### src/design/cmc_pkg.sv
package cmc_pkg;

  // Register map. The mode register sits at its printed byte offset.
  localparam logic [7:0] MODE_OFFSET = 8'h1c;
  localparam logic [7:0] ENABLE_OFFSET = 8'h20;
  localparam logic [7:0] STATUS_OFFSET = 8'h24;
  localparam logic [15:0] MODE_RESET = 16'h0000;
  localparam logic [1:0] ENABLE_RESET = 2'h0;

  // Field positions, channel 3 at base 0 and channel 4 at base 8.
  localparam int CH4_BASE = 8;
  localparam int SEL_LSB = 0;
  localparam int FAST_BIT = 2;
  localparam int PRELOAD_BIT = 3;
  localparam int MODE_LSB = 4;
  localparam int CLEAR_BIT = 7;
  localparam int PSC_LSB = 2;
  localparam int FILT_LSB = 4;

  // Direction select codes.
  localparam logic [1:0] SEL_OUTPUT = 2'h0;
  localparam logic [1:0] SEL_OWN = 2'h1;
  localparam logic [1:0] SEL_NEIGHBOUR = 2'h2;
  localparam logic [1:0] SEL_TRIGGER = 2'h3;

  // Output compare modes.
  localparam logic [2:0] OCM_FROZEN = 3'h0;
  localparam logic [2:0] OCM_SET = 3'h1;
  localparam logic [2:0] OCM_CLEAR = 3'h2;
  localparam logic [2:0] OCM_TOGGLE = 3'h3;
  localparam logic [2:0] OCM_FORCE_LOW = 3'h4;
  localparam logic [2:0] OCM_FORCE_HIGH = 3'h5;
  localparam logic [2:0] OCM_PWM1 = 3'h6;
  localparam logic [2:0] OCM_PWM2 = 3'h7;

  // AXI response codes.
  localparam logic [1:0] RESP_OKAY = 2'h0;
  localparam logic [1:0] RESP_SLVERR = 2'h2;

  // Bus slave states.
  typedef enum logic [2:0] {
    CMC_IDLE = 3'b001,
    CMC_RESP = 3'b010,
    CMC_RDATA = 3'b100
  } cmc_bus_state_t;

endpackage

### src/design/cmc_chan_if.sv
`timescale 1ns/1ps
// Per-channel configuration and input handed to a capture channel.
interface cmc_chan_if;
  logic [1:0] sel;
  logic [1:0] psc;
  logic [3:0] filt;
  logic enable;
  logic own_in;
  logic near_in;
  logic trig_in;
  logic capture;
  logic level;

  modport ctrl (output sel, psc, filt, enable, own_in, near_in, trig_in, input capture, level);
  modport chan (input sel, psc, filt, enable, own_in, near_in, trig_in, output capture, level);
endinterface

### src/design/cmc_mode_ctrl.sv
// Chosen here: the AXI4-Lite slave port.
`timescale 1ns/1ps
module cmc_mode_ctrl (
  input wire logic i_core_clk,
  input wire logic i_rst,
  input wire logic [7:0] i_awaddr,
  input wire logic i_awvalid,
  output logic o_awready,
  input wire logic [31:0] i_wdata,
  input wire logic [3:0] i_wstrb,
  input wire logic i_wvalid,
  output logic o_wready,
  output logic [1:0] o_bresp,
  output logic o_bvalid,
  input wire logic i_bready,
  input wire logic [7:0] i_araddr,
  input wire logic i_arvalid,
  output logic o_arready,
  output logic [31:0] o_rdata,
  output logic [1:0] o_rresp,
  output logic o_rvalid,
  input wire logic i_rready,
  input wire logic i_timer_input_three,
  input wire logic i_timer_input_four,
  input wire logic i_internal_trigger_signal,
  input wire logic i_filtered_external_trigger,
  input wire logic i_trigger_event,
  input wire logic i_update_event,
  input wire logic [15:0] i_counter,
  input wire logic [15:0] i_compare3,
  input wire logic [15:0] i_compare4,
  output logic o_ch3_reference_output,
  output logic o_ch4_reference_output,
  output logic o_ch3_capture,
  output logic o_ch4_capture
);

  cmc_chan_if ch3_if ();
  cmc_chan_if ch4_if ();

  cmc_pkg::cmc_bus_state_t wst_q;
  cmc_pkg::cmc_bus_state_t rst_q;
  logic aw_got_q;
  logic w_got_q;
  logic [7:0] awaddr_q;
  logic [31:0] wdata_q;
  logic [3:0] wstrb_q;
  logic [1:0] bresp_q;
  logic [31:0] rdata_q;
  logic [1:0] rresp_q;
  logic [15:0] mode_q;
  logic [15:0] mode_d;
  logic [1:0] enable_q;
  logic [1:0] enable_d;
  logic [1:0] pin_s1_q;
  logic [1:0] pin_s2_q;
  logic [1:0] tr_s1_q;
  logic [1:0] tr_s2_q;
  logic [15:0] cmp3_q;
  logic [15:0] cmp4_q;
  logic [15:0] cmp3_act;
  logic [15:0] cmp4_act;
  logic [1:0] ref_q;
  logic [1:0] ref_d;
  logic aw_take;
  logic w_take;
  logic do_write;
  logic ar_take;
  logic wr_mode;
  logic wr_enable;
  logic wr_hit;
  logic rd_hit;
  logic [31:0] rd_mux;
  logic [31:0] wr_merged;
  logic [15:0] mode_raw;
  logic [1:0] status;

  // Bus channel acceptance. Address and data are latched independently.
  assign aw_take = i_awvalid & o_awready;
  assign w_take = i_wvalid & o_wready;
  assign do_write = (wst_q == cmc_pkg::CMC_IDLE) & (aw_got_q | aw_take) & (w_got_q | w_take);
  assign ar_take = i_arvalid & o_arready;
  assign o_awready = (wst_q == cmc_pkg::CMC_IDLE) & ~aw_got_q;
  assign o_wready = (wst_q == cmc_pkg::CMC_IDLE) & ~w_got_q;
  assign o_arready = (rst_q == cmc_pkg::CMC_IDLE);

  // Write decode on the combined address and data.
  logic [7:0] wa;
  logic [31:0] wd;
  logic [3:0] ws;
  assign wa = aw_got_q ? awaddr_q : i_awaddr;
  assign wd = w_got_q ? wdata_q : i_wdata;
  assign ws = w_got_q ? wstrb_q : i_wstrb;
  assign wr_mode = do_write & (wa[7:2] == cmc_pkg::MODE_OFFSET[7:2]);
  assign wr_enable = do_write & (wa[7:2] == cmc_pkg::ENABLE_OFFSET[7:2]);
  assign wr_hit = (wa[7:2] == cmc_pkg::MODE_OFFSET[7:2]) |
                  (wa[7:2] == cmc_pkg::ENABLE_OFFSET[7:2]) |
                  (wa[7:2] == cmc_pkg::STATUS_OFFSET[7:2]);
  assign wr_merged = {ws[3] ? wd[31:24] : 8'h00, ws[2] ? wd[23:16] : 8'h00,
                      ws[1] ? wd[15:8] : {8'h00 | mode_q[15:8]},
                      ws[0] ? wd[7:0] : mode_q[7:0]};

  // Select fields hold their value while the channel is enabled.
  assign mode_raw = wr_merged[15:0];
  assign mode_d = wr_mode ? {mode_raw[15:10],
      enable_q[1] ? mode_q[9:8] : mode_raw[9:8],
      mode_raw[7:2],
      enable_q[0] ? mode_q[1:0] : mode_raw[1:0]} : mode_q;
  assign enable_d = (wr_enable & ws[0]) ? wd[1:0] : enable_q;

  // Read decode.
  assign status = {ch4_if.level, ch3_if.level};
  assign rd_hit = (i_araddr[7:2] == cmc_pkg::MODE_OFFSET[7:2]) |
                  (i_araddr[7:2] == cmc_pkg::ENABLE_OFFSET[7:2]) |
                  (i_araddr[7:2] == cmc_pkg::STATUS_OFFSET[7:2]);
  assign rd_mux = (i_araddr[7:2] == cmc_pkg::MODE_OFFSET[7:2]) ? {16'h0000, mode_q} :
                  (i_araddr[7:2] == cmc_pkg::ENABLE_OFFSET[7:2]) ? {30'h0, enable_q} :
                  (i_araddr[7:2] == cmc_pkg::STATUS_OFFSET[7:2]) ? {28'h0, ref_q, status} :
                  32'h0000_0000;

  // Write side: hold partial handshakes, answer one cycle after both arrive.
  always_ff @(posedge i_core_clk) begin
    if (i_rst) begin
      wst_q <= cmc_pkg::CMC_IDLE;
      aw_got_q <= 1'b0;
      w_got_q <= 1'b0;
      awaddr_q <= '0;
      wdata_q <= '0;
      wstrb_q <= '0;
      bresp_q <= cmc_pkg::RESP_OKAY;
    end else if (wst_q == cmc_pkg::CMC_IDLE) begin
      if (aw_take) awaddr_q <= i_awaddr;
      if (w_take) begin
        wdata_q <= i_wdata;
        wstrb_q <= i_wstrb;
      end
      if (do_write) begin
        wst_q <= cmc_pkg::CMC_RESP;
        aw_got_q <= 1'b0;
        w_got_q <= 1'b0;
        bresp_q <= wr_hit ? cmc_pkg::RESP_OKAY : cmc_pkg::RESP_SLVERR;
      end else begin
        aw_got_q <= aw_got_q | aw_take;
        w_got_q <= w_got_q | w_take;
      end
    end else if (i_bready) begin
      wst_q <= cmc_pkg::CMC_IDLE;
    end
  end

  // Read side: data registered on the address handshake.
  always_ff @(posedge i_core_clk) begin
    if (i_rst) begin
      rst_q <= cmc_pkg::CMC_IDLE;
      rdata_q <= '0;
      rresp_q <= cmc_pkg::RESP_OKAY;
    end else if (rst_q == cmc_pkg::CMC_IDLE) begin
      if (ar_take) begin
        rst_q <= cmc_pkg::CMC_RDATA;
        rdata_q <= rd_mux;
        rresp_q <= rd_hit ? cmc_pkg::RESP_OKAY : cmc_pkg::RESP_SLVERR;
      end
    end else if (i_rready) begin
      rst_q <= cmc_pkg::CMC_IDLE;
    end
  end

  assign o_bvalid = (wst_q == cmc_pkg::CMC_RESP);
  assign o_bresp = bresp_q;
  assign o_rvalid = (rst_q == cmc_pkg::CMC_RDATA);
  assign o_rdata = rdata_q;
  assign o_rresp = rresp_q;

  // Configuration registers.
  always_ff @(posedge i_core_clk) begin
    if (i_rst) begin
      mode_q <= cmc_pkg::MODE_RESET;
      enable_q <= cmc_pkg::ENABLE_RESET;
    end else begin
      mode_q <= mode_d;
      enable_q <= enable_d;
    end
  end

  // Pins from outside pass two flip-flops before use.
  always_ff @(posedge i_core_clk) begin
    if (i_rst) begin
      pin_s1_q <= '0;
      pin_s2_q <= '0;
      tr_s1_q <= '0;
      tr_s2_q <= '0;
    end else begin
      pin_s1_q <= {i_timer_input_four, i_timer_input_three};
      pin_s2_q <= pin_s1_q;
      tr_s1_q <= {i_filtered_external_trigger, i_internal_trigger_signal};
      tr_s2_q <= tr_s1_q;
    end
  end

  // Capture channels take their fields from the mode bits whatever the select; an output select holds the prescaler cleared.
  assign ch3_if.sel = mode_q[1:0];
  assign ch3_if.psc = mode_q[cmc_pkg::PSC_LSB +: 2];
  assign ch3_if.filt = mode_q[cmc_pkg::FILT_LSB +: 4];
  assign ch3_if.enable = enable_q[0];
  assign ch3_if.own_in = pin_s2_q[0];
  assign ch3_if.near_in = pin_s2_q[1];
  assign ch3_if.trig_in = tr_s2_q[0];
  assign ch4_if.sel = mode_q[9:8];
  assign ch4_if.psc = mode_q[cmc_pkg::CH4_BASE + cmc_pkg::PSC_LSB +: 2];
  assign ch4_if.filt = mode_q[cmc_pkg::CH4_BASE + cmc_pkg::FILT_LSB +: 4];
  assign ch4_if.enable = enable_q[1];
  assign ch4_if.own_in = pin_s2_q[1];
  assign ch4_if.near_in = pin_s2_q[0];
  assign ch4_if.trig_in = tr_s2_q[0];

  cmc_capture_chan u_ch3 (
    .i_core_clk(i_core_clk),
    .i_rst(i_rst),
    .io_ch(ch3_if)
  );

  cmc_capture_chan u_ch4 (
    .i_core_clk(i_core_clk),
    .i_rst(i_rst),
    .io_ch(ch4_if)
  );

  // Preloaded compare values only move on an update event.
  always_ff @(posedge i_core_clk) begin
    if (i_rst) begin
      cmp3_q <= '0;
      cmp4_q <= '0;
    end else if (i_update_event) begin
      cmp3_q <= i_compare3;
      cmp4_q <= i_compare4;
    end
  end
  assign cmp3_act = mode_q[cmc_pkg::PRELOAD_BIT] ? cmp3_q : i_compare3;
  assign cmp4_act = mode_q[cmc_pkg::CH4_BASE + cmc_pkg::PRELOAD_BIT] ? cmp4_q : i_compare4;

  // Reference waveform for one channel from its mode bits.
  function automatic logic ref_next(input logic [7:0] f, input logic cur,
                                    input logic [15:0] cnt, input logic [15:0] cmp,
                                    input logic trg, input logic etr);
    logic match;
    logic lt;
    logic r;
    match = (cnt == cmp);
    lt = (cnt < cmp);
    r = cur;
    unique case (f[cmc_pkg::MODE_LSB +: 3])
      cmc_pkg::OCM_FROZEN: r = cur;
      cmc_pkg::OCM_SET: r = match ? 1'b1 : cur;
      cmc_pkg::OCM_CLEAR: r = match ? 1'b0 : cur;
      cmc_pkg::OCM_TOGGLE: r = match ? ~cur : cur;
      cmc_pkg::OCM_FORCE_LOW: r = 1'b0;
      cmc_pkg::OCM_FORCE_HIGH: r = 1'b1;
      cmc_pkg::OCM_PWM1: r = lt | (f[cmc_pkg::FAST_BIT] & trg);
      cmc_pkg::OCM_PWM2: r = ~lt & ~(f[cmc_pkg::FAST_BIT] & trg);
    endcase
    if (f[cmc_pkg::CLEAR_BIT] && etr) r = 1'b0;
    if (f[1:0] != cmc_pkg::SEL_OUTPUT) r = 1'b0;
    return r;
  endfunction

  assign ref_d[0] = ref_next(mode_q[7:0], ref_q[0], i_counter, cmp3_act,
                             i_trigger_event, tr_s2_q[1]);
  assign ref_d[1] = ref_next(mode_q[15:8], ref_q[1], i_counter, cmp4_act,
                             i_trigger_event, tr_s2_q[1]);

  // Reference and capture outputs all leave from flip-flops.
  always_ff @(posedge i_core_clk) begin
    if (i_rst) begin
      ref_q <= '0;
      o_ch3_capture <= 1'b0;
      o_ch4_capture <= 1'b0;
    end else begin
      ref_q <= ref_d;
      o_ch3_capture <= ch3_if.capture;
      o_ch4_capture <= ch4_if.capture;
    end
  end
  assign o_ch3_reference_output = ref_q[0];
  assign o_ch4_reference_output = ref_q[1];

endmodule

### src/design/cmc_capture_chan.sv
`timescale 1ns/1ps
// One capture path: source mux, digital filter, edge detect, prescaler.
module cmc_capture_chan (
  input wire logic i_core_clk,
  input wire logic i_rst,
  cmc_chan_if.chan io_ch
);

  logic src;
  logic [4:0] div_lim;
  logic [3:0] n_lim;
  logic [4:0] div_q;
  logic [3:0] cnt_q;
  logic filt_q;
  logic prev_q;
  logic [2:0] psc_q;
  logic cap_q;
  logic tick;
  logic rise;
  logic [2:0] psc_top;

  // Source choice by the direction select field.
  assign src = (io_ch.sel == cmc_pkg::SEL_OWN) ? io_ch.own_in :
               (io_ch.sel == cmc_pkg::SEL_NEIGHBOUR) ? io_ch.near_in : io_ch.trig_in;

  // Filter table, divider minus one and sample count. Code 0 passes every sample.
  always_comb begin
    unique case (io_ch.filt)
      4'h1: begin div_lim = 5'd0; n_lim = 4'd2; end
      4'h2: begin div_lim = 5'd0; n_lim = 4'd4; end
      4'h3: begin div_lim = 5'd0; n_lim = 4'd8; end
      4'h4: begin div_lim = 5'd1; n_lim = 4'd6; end
      4'h5: begin div_lim = 5'd1; n_lim = 4'd8; end
      4'h6: begin div_lim = 5'd3; n_lim = 4'd6; end
      4'h7: begin div_lim = 5'd3; n_lim = 4'd8; end
      4'h8: begin div_lim = 5'd7; n_lim = 4'd6; end
      4'h9: begin div_lim = 5'd7; n_lim = 4'd8; end
      4'ha: begin div_lim = 5'd15; n_lim = 4'd5; end
      4'hb: begin div_lim = 5'd15; n_lim = 4'd6; end
      4'hc: begin div_lim = 5'd15; n_lim = 4'd8; end
      4'hd: begin div_lim = 5'd31; n_lim = 4'd5; end
      4'he: begin div_lim = 5'd31; n_lim = 4'd6; end
      4'hf: begin div_lim = 5'd31; n_lim = 4'd8; end
      default: begin div_lim = 5'd0; n_lim = 4'd1; end
    endcase
  end

  assign tick = (div_q == div_lim);
  assign rise = filt_q & ~prev_q;
  assign psc_top = 3'((1 << io_ch.psc) - 1);

  // Sampling divider runs free.
  always_ff @(posedge i_core_clk) begin
    if (i_rst || tick) div_q <= '0;
    else div_q <= div_q + 5'd1;
  end

  // Accept a change only after N equal samples in a row.
  always_ff @(posedge i_core_clk) begin
    if (i_rst) begin
      cnt_q <= '0;
      filt_q <= 1'b0;
    end else if (tick) begin
      if (src == filt_q) cnt_q <= '0;
      else if (cnt_q + 4'd1 >= n_lim) begin
        filt_q <= src;
        cnt_q <= '0;
      end else cnt_q <= cnt_q + 4'd1;
    end
  end

  // Prescaler counts rising edges only while the channel is an enabled input.
  // Disabling the channel rewinds it so the next capture counts from one.
  always_ff @(posedge i_core_clk) begin
    if (i_rst) begin
      prev_q <= 1'b0;
      psc_q <= '0;
      cap_q <= 1'b0;
    end else begin
      prev_q <= filt_q;
      cap_q <= 1'b0;
      if (!io_ch.enable || io_ch.sel == cmc_pkg::SEL_OUTPUT) psc_q <= '0;
      else if (rise) begin
        if (psc_q >= psc_top) begin
          psc_q <= '0;
          cap_q <= 1'b1;
        end else psc_q <= psc_q + 3'd1;
      end
    end
  end

  assign io_ch.capture = cap_q;
  assign io_ch.level = filt_q;

endmodule

### config.mk
export PLATFORM = sky130hd
export DESIGN_NAME = cmc_mode_ctrl
export DESIGN_NICKNAME = d
export VERILOG_FILES = /design/src/design/cmc_pkg.sv /design/src/design/cmc_chan_if.sv /design/src/design/cmc_mode_ctrl.sv /design/src/design/cmc_capture_chan.sv
export SDC_FILE = /design/constraint.sdc
export NUM_CORES = 1
export LEC_CHECK = 0
export BUFFER_PORTS_ARGS = -buffer_cell sky130_fd_sc_hd__clkbuf_2
export CAP_MARGIN = 5
export CORE_ASPECT_RATIO = 0.5
export CORE_MARGIN = 2
export CORE_UTILIZATION = 52
export CTS_BUF_LIST = sky130_fd_sc_hd__clkbuf_2 sky130_fd_sc_hd__clkbuf_4 sky130_fd_sc_hd__clkbuf_8
export DETAILED_ROUTE_END_ITERATION = 10
export PLACE_DENSITY = 0.79
export SETUP_SLACK_MARGIN = 0.5
export SKIP_LAST_GASP = 1
export SYNTH_ARGS = -nofsm -noshare
export SYNTH_HDL_FRONTEND = slang
export SYNTH_SLANG_ARGS = --single-unit
### constraint.sdc
create_clock -name i_core_clk -period 3.1 [get_ports i_core_clk]
set_input_delay 0.31 -clock i_core_clk [delete_from_list [all_inputs] [get_ports i_core_clk]]
set_output_delay 0.31 -clock i_core_clk [all_outputs]
set_load 0.01 [all_outputs]
-- Yosys cells after proc, flatten, opt, wreduce, memory -nomap -nowiden
Memory sizes are Yosys's and may differ from the RTL's. A register that Yosys moved wholly into a read port is not among the register bits.
Index checks and enable logic that the tools add are counted.
- register bits after elaboration: 162
- ROM bits: 288
- input bits: 113
- output and inout bits: 45
- word-level logic and storage cells: 217
- memories kept: 2
- add/sub/neg operators: 8
- $lt $le $gt $ge: 6
- equal/unequal tests: 42
- shifts and indexed selects: 2
- multiplexer cells: 42
- bitwise operators: 42
- reduce and logical (&&, ||, !) cells: 36
- memories (memory ; words ; bits a word ; rd ports ; clocked after Yosys merged registers in ; write ports ; line ; RTL):
    (name not given) ; 16 ; 9 ; 1 ; 1 ; 0 ; cmc_capture_chan.sv:28 ; unique case (io_ch.filt)
    (name not given) ; 16 ; 9 ; 1 ; 1 ; 0 ; cmc_capture_chan.sv:28 ;
- operators with widths (kind ; number):
    16-bit two-way mux ; 4
    4-bit two-way mux ; 10
    16-bit == test ; 2
    16-bit less-than comparator ; 2
    3-bit == test, second input constant ; 9
    6-bit by 4-bit == test with 1-bit output, second input constant ; 4
    3-bit two-way mux ; 8
    1-bit inverter ; 18
    1-bit bitwise AND ; 16
    2-bit AND reduction ; 8
    3-bit by 2-bit == test with 1-bit output, second input constant ; 5
    1-bit two-way mux ; 14
    2-bit inequality test, second input constant ; 7
    1-bit case mux with 7 select lines ; 2
    3-bit by 1-bit == test with 1-bit output, second input constant ; 4
    6-bit by 3-bit == test with 1-bit output, second input constant ; 2
    3-bit AND reduction ; 4
    3-bit OR reduction ; 4
    5-bit by 1-bit adder with 5-bit output, second input constant ; 2
    5-bit == test ; 2
    4-bit by 1-bit adder with 4-bit output, second input constant ; 2
    4-bit >= comparator ; 2
    8-bit two-way mux ; 1
    1-bit OR ; 8
    other kinds (17) ; 38

-- Logic depth before layout (Yosys ltp)
- depth after elaboration: 10
- depth in mapped cells: 14
- mapped depth without buffers: 12

-- Cells and area by module
A second synthesis with hierarchy kept.
- cell total of the unflattened synthesis: 879
- area total of the unflattened synthesis: 8030.2 µm²
- by module, submodules not included (module ; instances ; cells an instance ; area an instance (µm²) ; seq. area each (µm²)):
    cmc_mode_ctrl ; 1 ; 627 ; 5657.9 ; 2202.1
    cmc_capture_chan ; 2 ; 126 ; 1186.1 ; 300.3

-- Worst setup path before layout
OpenSTA, ideal clock, no wires.
- kind: register to register
- start point: register aw_got_q
- end point: register u_ch4.n_lim[3] (netlist name)
- library setup time: 0.117 ns
- data arrival time: 2.906 ns
- data required time: 2.983 ns
- path slack: 0.077 ns
- cell stages (with the launch flop): 14
- path buffers: 2
- clock period less this slack: 3.023 ns
- cells stage by stage: dfxtp_1 -> buf_6 -> or3b_4 -> a2111oi_4 -> nand3_4 -> mux2i_1 -> or2_2 -> clkbuf_1 -> ha_1 -> inv_1 -> a21oi_1 -> and2_1 -> o21ai_0 -> o22a_1
- longest elaborated chain between the ends: 10
- elaborated cells between the ends (all ways): 12
- those cells by class: eq/ne (1); mux (3); bitwise (7); reduce/logical (1)
- RTL lines (what ; line ; RTL):
    start: declaration ; cmc_mode_ctrl.sv:43 ; logic aw_got_q;
    start signal: assignment ; cmc_mode_ctrl.sv:143 ; aw_got_q <= aw_got_q | aw_take;
    1-bit inverter ; cmc_mode_ctrl.sv:83 ; assign o_awready = (wst_q == cmc_pkg::CMC_IDLE) & ~aw_got_q;
    1-bit bitwise AND ; cmc_mode_ctrl.sv:83 ;
    1-bit bitwise AND ; cmc_mode_ctrl.sv:79 ; assign aw_take = i_awvalid & o_awready;
    1-bit OR ; cmc_mode_ctrl.sv:81 ; assign do_write = (wst_q == cmc_pkg::CMC_IDLE) & (aw_got_q | aw_take) & (w_got_q | w_take);
    1-bit bitwise AND (2 in a row) ; cmc_mode_ctrl.sv:81 ;
    1-bit bitwise AND * ; cmc_mode_ctrl.sv:94 ; assign wr_mode = do_write & (wa[7:2] == cmc_pkg::MODE_OFFSET[7:2]);
    2-bit AND reduction (no line) * ; n/a ;
    4-bit two-way mux (no line) * (2 in a row) ; n/a ;
Mark *: on every way between the ends. The rest lies on a longest branch, timed or not.
A chain may end at the register's enable or synchronous reset.

-- Worst setup path after layout
- start point: register aw_got_q
- end point: register u_ch4.n_lim[3] (netlist name)
- longest elaborated chain between the ends: 10
- elaborated cells between the ends (all ways): 12
- those cells by class: eq/ne (1); mux (3); bitwise (7); reduce/logical (1)
- RTL lines (what ; line):
    1-bit inverter ; cmc_mode_ctrl.sv:83
    1-bit bitwise AND ; cmc_mode_ctrl.sv:83
    1-bit bitwise AND ; cmc_mode_ctrl.sv:79
    1-bit OR ; cmc_mode_ctrl.sv:81
    1-bit bitwise AND (2 in a row) ; cmc_mode_ctrl.sv:81
    1-bit bitwise AND * ; cmc_mode_ctrl.sv:94
    2-bit AND reduction (no line) * ; n/a
    4-bit two-way mux (no line) * (2 in a row) ; n/a
Marks and branches as above.

==> results.sh <==
export IMPL_status="complete, no violations"
export IMPL_antenna_left=0
export IMPL_worst_r2r_cell_count=12
export IMPL_grt_setup_unrepaired="true"
export IMPL_synth_common_cells="158 x dfxtp_1, 106 x nor2_1, 99 x mux2i_1, 76 x nand2_1, 64 x a21oi_1"
export IMPL_powerDensity_nw_per_um2=437
export IMPL_r2r_slack_ns=0.38
export IMPL_io_buffers=117
export IMPL_io_pin_count=158
export IMPL_start_util_pct=53.4
export IMPL_area_growth_pct=18.0
export IMPL_drt_vias_per_instance=5.50
export IMPL_clkTransAtPathRegs_ns=0.09
export IMPL_multi_input_area_sq_um=4810
export IMPL_fin_worst_skew_ns=0.0166
export IMPL_hpwl_mm=13.8
export IMPL_cts_tree="yes"
export IMPL_dr_pass1_iters=5
export IMPL_grtUsageTotal_pct=23.8
export IMPL_clock_fmax_mhz=367
export IMPL_drt_iter0_drc=384
export IMPL_tns_ns=0
export IMPL_synth_top_cell_by_area="dfxtp_1"
export IMPL_yosysWarnings=0
export IMPL_synth_edf_count=0
export IMPL_nFillCells=1273
export IMPL_worst_ep_required_time_ns=3.45
export IMPL_drive_above_1_share_pct=24.0
export IMPL_slew_headroom_pct=25.8
export IMPL_seqCellArea_sq_um=3170
export IMPL_rows=32
export IMPL_drt_wl_total_mm=19.8
export IMPL_cts_root_to_sink_buffers=2
export IMPL_met2_usage_pct=41.8
export IMPL_routedWlPerCell_microns=15.9
export IMPL_antenna_found_initial=0
export IMPL_grt_met1_usage_pct=29.0
export IMPL_fin_nets=1205
export IMPL_place_ws_ns=0.159
export IMPL_timing_critical_path_from="aw_got_q"
export IMPL_cts_buffers=17
export IMPL_async_flop_share_pct=0
export IMPL_setup_ws_ns=0.378
export IMPL_synth_top_flop_cell="dfxtp_1"
export IMPL_critical_path_class="reg2reg"
export IMPL_reg2reg_from="aw_got_q"
export IMPL_syn_inst=904
export IMPL_overflow=0
export IMPL_period_needed_ns=2.72
export IMPL_cts_sinks=158
export IMPL_fp_dieArea_sq_um=16900
export IMPL_busiest_layer="met2"
export IMPL_cp_max_fo=5
export IMPL_globalplace_congestion=0.795
export IMPL_worst_setup_path_end_kind="flop"
export IMPL_synth_area_top_cells="dfxtp_1 38%, mux2i_1 12%, ha_1 9.4%, nor2_1 4.8%, a21oi_1 3.9%"
export IMPL_grt_pass1_vias=6791
export IMPL_cts_max_level=4
export IMPL_hold_viol=0
export IMPL_yosysMostFrequentCell="dfxtp_1"
export IMPL_setup_violations=0
export IMPL_hold_path_class="in2reg"
export IMPL_cts_root_buf="clkbuf_8"
export IMPL_grt_max_degree=56
export IMPL_syn_mean_instance_area_sq_um=9.10
export IMPL_ys_types=65
export IMPL_vias=6849
export IMPL_grt_pass1_wl_mm=32.1
export IMPL_drv_slew=0
export IMPL_cts_hold_buf=0
export IMPL_ys_seq_area_share_pct=38.5
export IMPL_syn_area_sq_um=8220
export IMPL_gr_usage_met3_pct=5.27
export IMPL_tightestPinTransition_ns=1.11
export IMPL_r2r_end="u_ch4.n_lim[3]"
export IMPL_start_kind="flop"
export IMPL_cap_violations=0
export IMPL_drcViolationCount=0
export IMPL_die_h_microns=92.9
export IMPL_max_vdd_ir_drop_mv=0.253
export IMPL_core_sq_um=15400
export IMPL_worstSetupEndpoint="u_ch4.n_lim[3]"
export IMPL_critical_path_arrival_ns=3.07
export IMPL_clk_latency_ns=0.46
export IMPL_die_w_microns=182
export IMPL_synth_seq_cells=158
export IMPL_fin_crit_sh_pct=87.8
export IMPL_synth_top_area_share_pct=38.5
export IMPL_antennaDiodeCount=0
export IMPL_leakage_nw=4.16
==> cell usage in the layout, fill, tap and decap left out, types with 7 or more instances in the layout <==
| master | Yosys | routed |
|---|---|---|
| xor2_1 | 14 | 14 |
| nor2_1 | 106 | 104 |
| a211oi_1 | 10 | 10 |
| inv_1 | 32 | 28 |
| o21ai_0 | 20 | 19 |
| clkbuf_2 | 0 | 116 |
| nand2_1 | 76 | 76 |
| a32o_1 | 9 | 8 |
| mux2_2 | 9 | 9 |
| buf_4 | 19 | 29 |
| ha_1 | 62 | 56 |
| a21o_1 | 8 | 8 |
| nor2b_1 | 24 | 24 |
| mux2i_1 | 99 | 93 |
| xnor2_1 | 12 | 12 |
| clkbuf_8 | 0 | 19 |
| nand3_1 | 27 | 26 |
| conb_1 | 1 | 18 |
| dfxtp_1 | 158 | 155 |
| nor3_1 | 14 | 12 |
| a21oi_1 | 64 | 61 |
| nand2b_1 | 7 | 7 |
==> critical path: stages (launching register included) <==
cell	delay, ns
dfxtp_2	0.35
or3b_4	0.39
a2111oi_4	0.32
buf_6	0.18
nand3_4	0.10
mux2i_1	0.13
or2_4	0.29
ha_4	0.27
inv_2	0.04
a21oi_2	0.10
and2_1	0.15
o21ai_2	0.08
o22a_1	0.24
==> worst min path at each step <==
| stage | from | to | slack (ns) | cells past startpoint |
|---|---|---|---|---|
| 2_1_floorplan | u_ch3.io_ch.capture | o_ch3_capture | 0.41 | 1 |
| 6_report | i_filtered_external_trigger | tr_s1_q[1] | 0.06 | 2 |
| 3_5_place_dp | u_ch3.io_ch.capture | o_ch3_capture | 0.43 | 1 |
| 3_3_place_gp | u_ch3.io_ch.capture | o_ch3_capture | 0.43 | 1 |
| 4_1_cts | i_timer_input_four | pin_s1_q[1] | 0.04 | 2 |
| 5_1_grt | i_wdata[8] | wdata_q[8] | 0.07 | 3 |
==> state kept, by name, summed over array words and instances (netlist names), 3 cells and up <==
register       count
o_rdata           16
cmp4_q            16
u_ch4.div_lim      5
u_ch4.cnt_q        4
u_ch3.n_lim        4
u_ch3.div_lim      5
cmp3_q            16
u_ch4.div_q        5
u_ch3.div_q        5
mode_q            16
u_ch4.n_lim        4
u_ch4.psc_q        3
u_ch3.psc_q        3
awaddr_q           6
u_ch3.cnt_q        4
wdata_q           16
==> cell type report <==
class | instances | area share, %
inverter | 34 | 1.39
tap | 204 | 2.63
multi-input combinational | 666 | 49.5
clock buffer | 19 | 2.69
timing repair buffer | 153 | 10.0
sequential | 158 | 32.7
clock inverter | 12 | 1.04
==> kinds of logic (layout without fill, tap and decap cells) <==
kind of cell	after synthesis	after routing	share of synthesized area, %
mux	111	111	13.9
buf+inv	97	218	5.81
compound gates	147	147	11.8
flops	158	158	38.5
simple gates	302	302	17.7
xor+xnor	26	26	2.77
fa+ha+maj	62	62	9.43
other cells	1	18	0.0456
==> metrics by stage <==
step | total power [mW] | utilization [%] | hold WS [ns] | instances | instance area (sq um)
after floorplan | 2.61 | - | 0.414 | 921 | 8330
after global placement | 2.77 | 58.4 | 0.425 | 1198 | 9000
after detailed placement | 2.80 | 58.4 | 0.429 | 1198 | 9000
after CTS | 4.26 | 61.9 | 0.0446 | 1239 | 9540
after global routing | 4.44 | 63.0 | 0.0652 | 1246 | 9710
final | 4.24 | 63.0 | 0.0630 | 1246 | 9710
==> report_power, final <==
| group | leakage [nW] | internal, mW | switching (mW) | total, mW |
|---|---|---|---|---|
| clock network | 0.188 | 0.616 | 0.856 | 1.47 |
| registers | 1.29 | 2.11 | 0.0516 | 2.16 |
| logic | 2.68 | 0.259 | 0.350 | 0.609 |
| total | 4.16 | 2.99 | 1.26 | 4.24 |
==> timing repair <==
action | CTS | global route
resized for setup | 17 | 24
endpoints found under the setup margin | 9 | 9
buffers inserted | 8 | 5
gates cloned | 2 | 2
pin swaps | 10 | 18
==> routing by layer <==
| metal | share of wire (%) | up-vias |
|---|---|---|
| met5 | 0 | - |
| met4 | 2.0 | 0 |
| met3 | 4.9 | 31 |
| met2 | 47 | 188 |
| met1 | 46 | 3259 |
| li1 | - | 3371 |
Power figures use the tool's default switching activity.
